## config.mk

```make
export PLATFORM = sky130hd
export DESIGN_NAME = phy_basic_mgmt_registers
export DESIGN_NICKNAME = d
export VERILOG_FILES = /design/src/logic/phy_mgmt_pkg.sv /design/src/logic/phy_basic_mgmt_registers.sv
export SDC_FILE = /design/constraint.sdc
export NUM_CORES = 1
export LEC_CHECK = 0
export BUFFER_PORTS_ARGS = -buffer_cell sky130_fd_sc_hd__buf_2
export CAP_MARGIN = 20
export CORE_MARGIN = 2
export CORE_UTILIZATION = 42
export DETAILED_ROUTE_END_ITERATION = 8
export PLACE_DENSITY_LB_ADDON = 0.15
export SKIP_LAST_GASP = 1
export SYNTH_ARGS = -nofsm -noshare
export SYNTH_HDL_FRONTEND = slang
export SYNTH_SLANG_ARGS = --single-unit
export TNS_END_PERCENT = 100
```

## constraint.sdc

```tcl
create_clock -name clock -period 1.8 [get_ports clock]
set_clock_uncertainty 0.05 [all_clocks]
set_input_delay 0.18 -clock clock [delete_from_list [all_inputs] [get_ports clock]]
set_output_delay 0.18 -clock clock [all_outputs]
set_load 0.005 [all_outputs]
```

## src/logic/phy_mgmt_pkg.sv

```systemverilog
// constants of the transceiver basic management register set
package phy_mgmt_pkg;
	// register indices; byte address is four times the index
	localparam logic [3:0] IDX_CONTROL = 4'h0;
	localparam logic [3:0] IDX_STATUS = 4'h1;
	localparam logic [3:0] IDX_IDENT_HIGH = 4'h2;
	localparam logic [3:0] IDX_IDENT_LOW = 4'h3;
	localparam logic [3:0] IDX_ADVERTISE = 4'h4;
	localparam logic [3:0] IDX_PARTNER = 4'h5;
	localparam logic [3:0] IDX_EXPANSION = 4'h6;
	localparam logic [3:0] IDX_UNSUPPORTED = 4'h7;
	// basic_mode_control bit positions
	localparam int CTL_RESET = 15;
	localparam int CTL_LOOPBACK = 14;
	localparam int CTL_SPEED = 13;
	localparam int CTL_AUTONEG = 12;
	localparam int CTL_POWER_DOWN = 11;
	localparam int CTL_ISOLATE = 10;
	localparam int CTL_RESTART = 9;
	localparam int CTL_DUPLEX = 8;
	localparam int CTL_COLL_TEST = 7;
	// basic_mode_status bit positions
	localparam int STS_AN_DONE = 5;
	localparam int STS_REMOTE_FAULT = 4;
	localparam int STS_LINK = 2;
	localparam int STS_JABBER = 1;
	// reset values, fixed status value, write mask and isolate strap address
	localparam logic [15:0] CTL_RESET_VALUE = 16'h3100;
	localparam logic [15:0] STS_FIXED_VALUE = 16'h7809;
	localparam logic [15:0] ADV_RESET_VALUE = 16'h01e1;
	localparam logic [15:0] ADV_WRITE_MASK = 16'h25ff;
	localparam logic [4:0] STRAP_ISOLATE_ADDRESS = 5'h00;
endpackage : phy_mgmt_pkg

```

## src/logic/phy_basic_mgmt_registers.sv

```systemverilog
// apb register bank of the transceiver basic management registers
`timescale 1ns/1ps

module phy_basic_mgmt_registers #(
	parameter logic [15:0] IDENT_HIGH = 16'h1234, // arbitrary value
	parameter logic [15:0] IDENT_LOW = 16'h5678 // arbitrary value
) (
	input wire logic clock,
	input wire logic srst,
	input wire logic psel,
	input wire logic penable,
	input wire logic pwrite,
	input wire logic [7:0] paddr,
	input wire logic [31:0] pwdata,
	output logic [31:0] prdata,
	output logic pready,
	output logic pslverr,
	input wire logic [4:0] strapped_transceiver_address,
	input wire logic link_up,
	input wire logic jabber_event,
	input wire logic remote_fault_event,
	input wire logic autoneg_done,
	input wire logic negotiated_speed_100,
	input wire logic negotiated_full_duplex,
	input wire logic [15:0] partner_word,
	output logic loopback_en,
	output logic power_down,
	output logic isolate,
	output logic collision_test,
	output logic autoneg_en,
	output logic link_speed_100,
	output logic link_full_duplex,
	output logic soft_reset_pulse,
	output logic restart_pulse
);

	typedef struct packed {
		logic loopback;
		logic speed_100;
		logic autoneg;
		logic power_down;
		logic isolate;
		logic full_duplex;
		logic coll_test;
		logic isolate_default;
		logic soft_reset;
		logic restart;
		logic op_speed_100;
		logic op_full_duplex;
		logic [15:0] advertise;
		logic link_latched;
		logic jabber_latched;
		logic fault_latched;
		logic [31:0] prdata;
		logic pready;
		logic pslverr;
	} state_s;

	state_s state;
	state_s next_state;
	logic setup;
	logic done;
	logic mapped;
	logic [3:0] idx;
	logic status_read;
	logic [15:0] control_word;
	logic [15:0] status_word;
	logic [15:0] read_word;

	////////////////////////////////////////////////////////////////////////
	// bus decode

	assign setup = psel & ~penable;
	assign done = psel & penable & state.pready;
	assign idx = paddr[5:2];
	assign mapped = (paddr[7:6] == 2'b00) && (paddr[1:0] == 2'b00);
	assign status_read = done & ~pwrite & mapped
		& (idx == phy_mgmt_pkg::IDX_STATUS);

	////////////////////////////////////////////////////////////////////////
	// read words

	always_comb begin
		control_word = 16'h0000;
		control_word[phy_mgmt_pkg::CTL_LOOPBACK] = state.loopback;
		control_word[phy_mgmt_pkg::CTL_SPEED] = state.speed_100;
		control_word[phy_mgmt_pkg::CTL_AUTONEG] = state.autoneg;
		control_word[phy_mgmt_pkg::CTL_POWER_DOWN] = state.power_down;
		control_word[phy_mgmt_pkg::CTL_ISOLATE] = state.isolate;
		control_word[phy_mgmt_pkg::CTL_DUPLEX] = state.full_duplex;
		control_word[phy_mgmt_pkg::CTL_COLL_TEST] = state.coll_test;
		// fixed capability bits, preamble bit 0, reserved 0
		status_word = phy_mgmt_pkg::STS_FIXED_VALUE;
		status_word[phy_mgmt_pkg::STS_AN_DONE] = autoneg_done;
		status_word[phy_mgmt_pkg::STS_REMOTE_FAULT] = state.fault_latched;
		status_word[phy_mgmt_pkg::STS_LINK] = state.link_latched;
		status_word[phy_mgmt_pkg::STS_JABBER] = state.jabber_latched;
		read_word = 16'h0000;
		unique case (idx)
			phy_mgmt_pkg::IDX_CONTROL: read_word = control_word;
			phy_mgmt_pkg::IDX_STATUS: read_word = status_word;
			phy_mgmt_pkg::IDX_IDENT_HIGH: read_word = IDENT_HIGH;
			phy_mgmt_pkg::IDX_IDENT_LOW: read_word = IDENT_LOW;
			phy_mgmt_pkg::IDX_ADVERTISE: read_word = state.advertise;
			phy_mgmt_pkg::IDX_PARTNER: read_word = partner_word;
			phy_mgmt_pkg::IDX_EXPANSION: read_word = 16'h0000;
			default: read_word = 16'h0000;
		endcase
	end

	////////////////////////////////////////////////////////////////////////
	// next state

	always_comb begin
		next_state = state;
		next_state.soft_reset = 1'b0;
		next_state.restart = 1'b0;
		// apb: no wait state, data and error captured at setup
		if (setup) begin
			next_state.pready = 1'b1;
			next_state.pslverr = ~mapped;
			next_state.prdata = (mapped && !pwrite) ? {16'h0000, read_word}
				: 32'h0000_0000;
		end else if (done) begin
			next_state.pready = 1'b0;
			next_state.pslverr = 1'b0;
		end
		// latch-low link, latch-high jabber and fault
		next_state.link_latched = link_up
			& (state.link_latched | status_read);
		next_state.jabber_latched = jabber_event | (state.jabber_latched
			& ~(status_read & state.prdata[phy_mgmt_pkg::STS_JABBER]));
		next_state.fault_latched = remote_fault_event | (state.fault_latched
			& ~(status_read
			& state.prdata[phy_mgmt_pkg::STS_REMOTE_FAULT]));
		if (done && pwrite && mapped && idx == phy_mgmt_pkg::IDX_CONTROL) begin
			if (pwdata[phy_mgmt_pkg::CTL_RESET]) begin
				// soft reset restores every writable default
				next_state.soft_reset = 1'b1;
				next_state.loopback = 1'b0;
				next_state.speed_100 = 1'b1;
				next_state.autoneg = 1'b1;
				next_state.power_down = 1'b0;
				next_state.isolate = state.isolate_default;
				next_state.full_duplex = 1'b1;
				next_state.coll_test = 1'b0;
				next_state.advertise = phy_mgmt_pkg::ADV_RESET_VALUE;
			end else begin
				next_state.restart = pwdata[phy_mgmt_pkg::CTL_RESTART];
				next_state.loopback = pwdata[phy_mgmt_pkg::CTL_LOOPBACK];
				next_state.speed_100 = pwdata[phy_mgmt_pkg::CTL_SPEED];
				next_state.autoneg = pwdata[phy_mgmt_pkg::CTL_AUTONEG];
				next_state.power_down = pwdata[phy_mgmt_pkg::CTL_POWER_DOWN];
				next_state.isolate = pwdata[phy_mgmt_pkg::CTL_ISOLATE];
				next_state.full_duplex = pwdata[phy_mgmt_pkg::CTL_DUPLEX];
				next_state.coll_test = pwdata[phy_mgmt_pkg::CTL_COLL_TEST];
			end
		end
		if (done && pwrite && mapped && idx == phy_mgmt_pkg::IDX_ADVERTISE)
			begin
			// fixed and reserved bits keep their value
			next_state.advertise = (pwdata[15:0]
				& phy_mgmt_pkg::ADV_WRITE_MASK)
				| (state.advertise & ~phy_mgmt_pkg::ADV_WRITE_MASK);
		end
		// forced speed and duplex only without negotiation
		next_state.op_speed_100 = state.autoneg ? negotiated_speed_100
			: state.speed_100;
		next_state.op_full_duplex = state.autoneg ? negotiated_full_duplex
			: state.full_duplex;
		if (srst) begin
			next_state = '0;
			next_state.speed_100 = phy_mgmt_pkg::CTL_RESET_VALUE
				[phy_mgmt_pkg::CTL_SPEED];
			next_state.autoneg = phy_mgmt_pkg::CTL_RESET_VALUE
				[phy_mgmt_pkg::CTL_AUTONEG];
			next_state.full_duplex = phy_mgmt_pkg::CTL_RESET_VALUE
				[phy_mgmt_pkg::CTL_DUPLEX];
			next_state.op_speed_100 = 1'b1;
			next_state.op_full_duplex = 1'b1;
			next_state.advertise = phy_mgmt_pkg::ADV_RESET_VALUE;
			// isolate default follows the strapped address
			next_state.isolate_default = strapped_transceiver_address
				== phy_mgmt_pkg::STRAP_ISOLATE_ADDRESS;
			next_state.isolate = next_state.isolate_default;
		end
	end

	always_ff @(posedge clock) begin
		state <= next_state;
	end

	////////////////////////////////////////////////////////////////////////
	// outputs

	assign prdata = state.prdata;
	assign pready = state.pready;
	assign pslverr = state.pslverr;
	assign loopback_en = state.loopback;
	assign power_down = state.power_down;
	assign isolate = state.isolate;
	assign collision_test = state.coll_test;
	assign autoneg_en = state.autoneg;
	assign link_speed_100 = state.op_speed_100;
	assign link_full_duplex = state.op_full_duplex;
	assign soft_reset_pulse = state.soft_reset;
	assign restart_pulse = state.restart;
endmodule : phy_basic_mgmt_registers

```

# Word-level counts from Yosys, hierarchy flattened
# Index checks and enable logic that the tools add are counted.
dict set report totals {
  ff_bits 65
  output_inout_bits 43
  elab_cells 79
}
dict set report op_classes {
  eq_ne 5
  muxes 16
  n_bitwise 21
  reduce_logical 18
}
# op n
set ops {}
lappend ops {{one-hot mux 16 bit (6 select lines)} 1}
lappend ops {{2-to-1 mux 16 bit} 4}
lappend ops {{2-to-1 mux 61 bit} 1}
lappend ops {{2-to-1 mux 32 bit} 1}
lappend ops {{OR 14 x 16 -> 16 bit} 1}
lappend ops {{AND 1 bit} 11}
lappend ops {{== test 4 x 2 -> 1 bit, second input constant} 2}
lappend ops {{== test 4 x 3 -> 1 bit, second input constant} 2}
lappend ops {{nonzero test 2 bit} 4}
lappend ops {{2-to-1 mux 7 bit} 1}
lappend ops {{logical AND 1 bit} 6}
lappend ops {{2-to-1 mux 2 bit} 3}
lappend ops {{NOT 1 bit} 6}
lappend ops {{logical NOT 5 bit} 1}
lappend ops {{== test 4 x 1 -> 1 bit, second input constant} 1}
lappend ops {{logical NOT 2 bit} 2}
lappend ops {{logical NOT 4 bit} 1}
lappend ops {{2-to-1 mux 1 bit} 4}
lappend ops {{2-to-1 mux 3 bit} 1}
lappend ops {{OR 1 bit} 3}
lappend ops {{OR reduction 3 bit} 1}
lappend ops {{AND reduction 2 bit} 1}
lappend ops {{OR reduction 2 bit} 1}
lappend ops {{logical NOT 1 bit} 1}

# Logic depth before layout (Yosys ltp)
# Gate-level depths: netlist (run 1).
dict set report depth {
  ltp_word 10
  depth_mapped 5
  ltp_nobuf 4
}

# Worst setup path after synthesis (run 1)
# Ideal clock, no wire load.
dict set report synth_path {
  path_kind {input -> register}
  from {input paddr[1]}
  to {register state, in the netlist isolate, enable pin}
  setup_ns 0.289
  arrival_ns 1.467
  t_required_ns 1.461
  setup_slack_ns -0.006
  cell_stages 4
  n_path_buf 1
  path_cell_list {or4_4 > nor4_2 > buf_2 > or2_2}
}
dict set report synth_via {
  elab_chain_len 5
}
# item line
set synth_lines {}
lappend synth_lines {{start, declared} phy_basic_mgmt_registers.sv:13} ;# input wire logic [7:0] paddr,
lappend synth_lines {{logical NOT 2 bit} phy_basic_mgmt_registers.sv:76} ;# assign mapped = (paddr[7:6] == 2'b00) && (paddr[1:0] == 2'b00);
lappend synth_lines {{logical AND 1 bit} phy_basic_mgmt_registers.sv:76}
lappend synth_lines {{logical AND 1 bit (2 in series)} phy_basic_mgmt_registers.sv:136} ;# if (done && pwrite && mapped && idx == phy_mgmt_pkg::IDX_CONTROL) begin
lappend synth_lines {{nonzero test 2 bit (no line)} --}
lappend synth_lines {{end signal, assigned} phy_basic_mgmt_registers.sv:190} ;# state <= next_state;
lappend synth_lines {{end, declared} phy_basic_mgmt_registers.sv:59} ;# state_s state;
# No other way between the ends.
# A chain may end at the register's enable or synchronous reset.

# Worst setup path after layout (run 1)
dict set report layout_path {
  from {register state, in the netlist pready}
  to {register state[38] (netlist bit)}
}
dict set report layout_via {
  elab_chain_len 6
  word_cells_on_any_way 9
}
# item line
set layout_lines {}
lappend layout_lines {{AND 1 bit (*)} phy_basic_mgmt_registers.sv:74} ;# assign done = psel & penable & state.pready;
lappend layout_lines {{logical AND 1 bit (*) (2 in series)} {phy_basic_mgmt_registers.sv:136, phy_basic_mgmt_registers.sv:159}}
lappend layout_lines {{logical AND 1 bit, on equally long branches} {phy_basic_mgmt_registers.sv:136, phy_basic_mgmt_registers.sv:159}}
lappend layout_lines {{nonzero test 2 bit (no line)} --}
lappend layout_lines {{AND reduction 2 bit (no line)} --}
# Mark *: on every way between the ends. The rest lies on a longest branch, timed or not.

==> results.md, run 1 <==
- Final Wtd Congestion: between 0.7 and 0.8
- Post-synth top area cell: dfxtp_1
- Post-DR wirelength/cell: 13.1 um
- Final setup fails: 0
- Post-synthesis cell count: 259
- Crit path DAT: approximately 1.9 ns
- RSZ-0062 raised after global routing: false
- Worst Tran Pin Value: 0.566 ns
- Total negative slack: 0 ns
- Hold_ws: 0.0337 ns
- Clock-pin slew on the worst setup and hold paths: about 0.09 ns
- Power Density: approximately 700 mW/mm2
- Area grow syn2layout: 20.0%
- CTS Buffer Depth: 2
- HP Class: input port to flop
- Post-Synth XOR/XNOR Area: 0%
- Synth warn: 0
- Max VDD drop: 0.310 mV
- Post-synthesis register bit count: a little under 50
- Clock Root Buffer: clkbuf_8
- Share of layout cells above drive strength 1: 35.8%
- Syn_area_per_cell: 9.24 um2
- Synth async-reset ratio: 0%
- Min Tclk post-route: roughly 1.7 ns
- CTS tree: built
- Row cnt: 27
- CP required: 1.94 ns
- Post-cts resize count: 0
- R2R Path Start: pready$_SDFFE_PP0P_
- DRC: 0
- Largest family of logic cells by synthesized area: simple AND/OR/NAND/NOR gates
- Multi-input logic area: 0.00113 mm2
- Period utilisation layout: between 90 and 100%
- Top cells by area, synth: dfxtp_1 (39%), buf_4 (10%), a22o_1 (5.5%), mux2_2 (2.8%), nor2b_1 (2.6%)
- Post-synth EDFFs: 2
- Tot Pwr: about 2000 uW
- Vias: ~2.0k
- Synth cell count leaders: dfxtp_1 (47), buf_4 (32), a22o_1 (15), nand2_1 (15), nor2_1 (13)
- Critical path origin: pready$_SDFFE_PP0P_
- Synth top area share: between 30 and 40%
- Hold Vio Cnt, Final: 0
- GRT overflow: 0
- End of the critical path: state[38]$_SDFFE_PP0P_
- M1 wire length: 2.47 mm
- DRT antenna net count: 0
- CTS Hold Bufs: 0
- Max Cap Viol: 0
- Largest net degree at the start of global routing: 32
- Slew Limit Headroom: between 60 and 70%
- Fmax: 585 MHz
- Count leader, synth: dfxtp_1
- H-Tree Depth: 2
- CP Class: flop to flop
- Pre-Repair DR Iteration Count: 4
- Seq/Total Area, Yosys: 41.8%
- Netlist cell types: 47
- Post-CTS Setup Bufs: 0
- Register area: 0.00100 mm2
- Clk_lat worst skew: ~0.30 ns
- Antenna violations before repair: 0
- Metal2 WL: approximately 2.5 mm
- DRT iter0 DRCs: 49
- WL met3: 304 um
- Num Clock Sinks: 49
- CP Cell Sequence: nand4b_1 -> nor4_4 -> a21oi_1 -> a22o_1
- Final wirelength: 5.29 mm
- Synth Area in Simple Gates: 20.7%
- Top_reg_cell synth: dfxtp_1
- Worst-path fanout max: 6
- # IOs: 115
- Number of fillers in the final layout: 562
- R2R setup slack: 0.09 ns
- CTS buffer count: 5
- Slowest stage delay, CP: 0.38 ns
- Status: finished, final reports clean
- DP Wirelength: 4.06 mm
- Multiplexer share of the synthesized area: 5.33%
- Die H: around 79 um
- Vias in the first global route: 1833
- Die area: 0.00632 mm2
- Adder-Cell Fraction of Synth Area: 0%
- Worst Setup End Kind: flop
- R2R depth: 4
- Initial core utilization: 43.4%
- Slew Viols, Final: 0
- Port Buffers: 82
- DR top layer: met4
- Reg-to-reg endpoint: state[38]$_SDFFE_PP0P_
- Nets: 401
- Syn Std Cell Area: 0.00239 mm2
- Slowest stage cell on the critical path: dfxtp_1
- Leak: 0.00128 uW
- CP startpoint kind: flop
- Vias per inst: between 4 and 5
- Placeable Area: 0.00551 mm2
- Inserted Diodes: 0
- First-pass GRT wire length: around 8.7 mm
- Die Wd: around 79 um
- Compound-cell area share of the yosys netlist: 18.8%
- GRT Total Usage: between 15 and 20%
stage by stage:
stage | setup slack [ns] | cells | util (%) | instance area (um2)
after floorplan | 0.0271 | 274 | - | 2450
after global placement | -0.0995 | 393 | 50.4 | 2770
after global routing | 0.00144 | 402 | 52.1 | 2870
after detailed placement | -0.143 | 394 | 50.5 | 2780
after CTS | 0.0981 | 402 | 52.1 | 2870
final | 0.0910 | 402 | 52.1 | 2870
flip-flops by register name, indices dropped and copies added, names as in the netlist:
name,cells
pready,1
autoneg_en,1
isolate,1
link_full_duplex,1
power_down,1
collision_test,1
control_word,2
soft_reset_pulse,1
prdata,16
loopback_en,1
pslverr,1
state,20
restart_pulse,1
link_speed_100,1
power by group:
group | leakage [uW] | switching (uW) | internal, uW
clock network | 0.0000445 | 378 | 276
registers | 0.000399 | 5.86 | 1100
logic | 0.000839 | 124 | 109
how the worst min path moves through the flow:
stage	endpoint	start	cells past startpoint	slack, ns
after global placement	link_speed_100$_SDFF_PP1_	negotiated_speed_100	2	0.34
after global routing	link_speed_100$_SDFF_PP1_	negotiated_speed_100	2	0.03
after detailed placement	link_full_duplex$_SDFF_PP1_	negotiated_full_duplex	2	0.34
after floorplan	pready$_SDFFE_PP0P_	psel	1	0.22
final	link_full_duplex$_SDFF_PP1_	negotiated_full_duplex	2	0.03
after CTS	link_full_duplex$_SDFF_PP1_	negotiated_full_duplex	2	0.03
cell usage in the layout, fill, tap and decap left out, types with 3 or more instances in the layout:
cell type	synthesis	layout
and2_1	5	5
o22ai_1	3	3
or2_2	3	3
o22a_1	5	5
nand2_1	15	15
nand3b_1	3	3
nand2b_1	5	5
a21oi_1	9	9
clkbuf_8	0	5
o21ai_1	7	7
nor3b_1	3	3
nor2_1	13	13
nor3_1	6	6
buf_2	2	82
a22oi_1	3	3
inv_1	5	5
conb_1	1	16
buf_12	0	3
buf_4	32	9
mux2_2	6	6
nor2b_1	10	10
a22o_1	15	15
nand3_1	9	9
o21ai_0	6	6
dfxtp_1	47	47
mux2i_1	6	6
layer usage:
| layer | vias to the layer above | GRT usage (%) |
|---|---|---|
| met3 | 2 | 3.96 |
| met2 | 56 | 28.2 |
| li1 | 1018 | - |
| met4 | 0 | 3.97 |
| met1 | 906 | 23.7 |
| met5 | - | 0 |
worst max-delay path, delay by kind of cell, from the launching register on:
family          cells  cell delay (ns)
compound gates      2             0.55
simple gates        2             0.62
flops               1             0.38
final cells by class:
cell class	count	share of cell area (%)
Timing Repair Buffer	94	18.7
Sequential cell	49	34.9
Clock inverter	3	0.741
Clock buffer	5	2.40
Multi-Input combinational cell	174	39.5
Tap cell	72	3.14
Inverter	5	0.654
kinds of logic after synthesis:
kind of cell           after synthesis
AO/OA/AOI/OAI                       61
AND/OR/NAND/NOR                     85
buffers and inverters               51
other                                1
flip-flops                          49
multiplexers                        12
No activity file was read; power rests on OpenSTA's default activity.
==> run 2: changes to the inputs <==
--- a/config.mk
+++ b/config.mk
@@ -5,10 +5,11 @@
 export SDC_FILE = /design/constraint.sdc
 export NUM_CORES = 1
 export LEC_CHECK = 0
+export ABC_AREA = 1
 export BUFFER_PORTS_ARGS = -buffer_cell sky130_fd_sc_hd__buf_2
 export CAP_MARGIN = 20
 export CORE_MARGIN = 2
-export CORE_UTILIZATION = 42
+export CORE_UTILIZATION = 45
 export DETAILED_ROUTE_END_ITERATION = 8
 export PLACE_DENSITY_LB_ADDON = 0.15
 export SKIP_LAST_GASP = 1
==> constraint.sdc (replaced) <==
create_clock -name clock -period 1.7 [get_ports clock]
set_clock_uncertainty 0.05 [all_clocks]
set_input_delay 0.17 -clock clock [delete_from_list [all_inputs] [get_ports clock]]
set_output_delay 0.17 -clock clock [all_outputs]
set_load 0.005 [all_outputs]
==> results.md, run 2 <==
- Slowest stage cell on the critical path: dfxtp_1
- Worst Setup End Kind: flop
- Synth async-reset ratio: 0%
- Vias: 2332
- Synth cell count leaders: nand2_1 (95), nand3_1 (50), dfxtp_1 (47)
- Top_reg_cell synth: dfxtp_1
- Slew Viols, Final: 0
- Biggest register: state
- CP startpoint kind: flop
- Fmax: 670 MHz
- Antenna violations before repair: 0
- Inserted Diodes: 0
- Final setup fails: 0
- CP Class: flop to flop
- Post-synth top area cell: dfxtp_1
- Seq/Total Area, Yosys: roughly 40%
- Cell Count, Final, Fillers Out: 482
- HP Class: input port to flop
- Syn Std Cell Area: 0.00247 mm2
- Post-cts resize count: 0
- Post-synthesis register bit count: 49
- Commonest non-fill, non-tap cell in the layout: nand2_1
- DRT antenna net count: 0
- Synth warn: 0
- CTS tree: built
- Netlist cell types: 30
- Share of layout cells above drive strength 1: 26.7%
- Post-CTS Setup Bufs: 0
- Crit path DAT: between 1.5 and 2 ns
- Most frequent cells in the layout: nand2_1 (95), buf_2 (82), nand3_1 (50), dfxtp_1 (47), a21oi_1 (27)
- Die H: slightly below 80 um
- CTS buffer count: 5
- Largest net degree at the start of global routing: 20
- Power Density: 727 mW/mm2
- Hold Vio Cnt, Final: 0
- Max Cap Viol: 0
- Final Wtd Congestion: 0.772
- Initial core utilization: 47.5%
- Post-synth EDFFs: 2
- DRC: 0
- Slowest stage delay, CP: ~0.37 ns
- CTS Buffer Depth: 2
- Number of fillers in the final layout: between 500 and 600
- Clock-pin slew on the worst setup and hold paths: 0.08 ns
- Row cnt: 26
- Top cells by area, synth: dfxtp_1 (38%), nand2_1 (14%), buf_4 (11%), nand3_1 (10%), a21oi_1 (5.5%)
- Vias per inst: between 4 and 5
- Area grow syn2layout: 15.9%
- Min Tclk post-route: ~1.5 ns
- Syn_area_per_cell: 7.18 um2
- CTS Hold Bufs: 0
- Count leader, synth: nand2_1
- Worst-path fanout max: 17
- Post-synthesis cell count: between 300 and 400
- Synth top area share: 38.1%
- Total negative slack: 0 ns
- CP Cell Sequence: nand4_1 -> nor2_2 -> nand3_2 -> nand3b_1 -> nand2_1 -> nand2_1
- Pre-Repair DR Iteration Count: 4
- Die area: 0.00610 mm2
- # IOs: 115
- DRT iter0 DRCs: between 150 and 200
- GRT Total Usage: 19.6%
- H-Tree Depth: 2
- Clk_lat worst skew: 0.30 ns
- Critical path's most frequent cell: nand2_1
- Placed cell count: 474
- Status: finished, final reports clean
- RSZ-0062 raised after global routing: false
- Nets: 483
- Num Clock Sinks: 49
- Clock Root Buffer: clkbuf_8
- Die Wd: about 78 um
- Port Buffers: 82
- Vias in the first global route: 2070
- Final wirelength: just under 6 mm
- CP required: ~1.9 ns
- Max reg flops: 20
- Leak: 0.00140 uW
- Post-DR wirelength/cell: 12.4 um
- First-pass GRT wire length: 9.59 mm
- Period utilisation layout: 87.9%
- R2R setup slack: 0.21 ns
- Max VDD drop: 0.439 mV
- GRT overflow: 0
- Placeable Area: 0.00520 mm2
- DP Wirelength: roughly 4.5 mm
## run 2: critical path: cells and delay by family, from the launching register on
family        cells  cell delay (ns)
flops             1             0.37
simple gates      6             1.00
## run 2: where the power goes
group / internal [uW] / total, uW / switching (uW)
clock: 332 / 699 / 367
combinational: 85.0 / 210 / 125
sequential: 1170 / 1170 / 5.80
## run 2: cell families (layout without fill, tap and decap cells)
logic type | count (synthesis) | count (layout) | share of synthesized area, %
other | 1 | 16 | 0.152
and+or+nand+nor | 189 | 189 | 35.1
DFF | 49 | 49 | 40.5
muxes | 1 | 1 | 0.405
AOI/OAI and AO/OA | 38 | 38 | 8.00
buffers and inverters | 66 | 119 | 15.9
## run 2: stage by stage
stage / cell area [um2] / worst slack [ns] / hold WS (ns) / power (uW) / utilization [%]
2_1_floorplan: 2530 / 0.472 / 0.223 / 1320 / -
3_3_place_gp: 2770 / 0.255 / 0.313 / 1410 / 53.2
3_5_place_dp: 2770 / 0.214 / 0.313 / 1410 / 53.2
4_1_cts: 2860 / 0.213 / 0.00448 / 2100 / 55.0
5_1_grt: 2860 / 0.0787 / 0.0182 / 2180 / 55.0
6_report: 2860 / 0.206 / 0.0117 / 2080 / 55.0
## run 2: area by class of cell
cell class                 count  area, um2  area share, %
inverter                      21       78.8           2.75
clock buffer                   8       90.1           3.15
sequential                    49       1000           35.0
tap                           70       87.6           3.06
timing repair buffer          90        470           16.4
multi-input combinational    244       1130           39.6
## run 2: path summary, 6_finish.rpt
kind,to,cells after the start,startpoint
hold / removal,power_down$_SDFFE_PP0P_,3,pwdata[11]
hold reg to reg,state[48]$_SDFFE_PP0P_,2,state[48]$_SDFFE_PP0P_
setup / recovery,state[37]$_SDFFE_PP1P_,6,pready$_SDFFE_PP0P_
setup reg to reg,state[37]$_SDFFE_PP1P_,6,pready$_SDFFE_PP0P_
## run 2: per-layer routing
layer	track usage [%]	vias to the layer above	wire length (um)
met5	0	-	0
met4	5.09	0	39
met3	4.02	5	441
met2	30.8	81	2700
met1	27.6	1047	2780
li1	-	1199	-
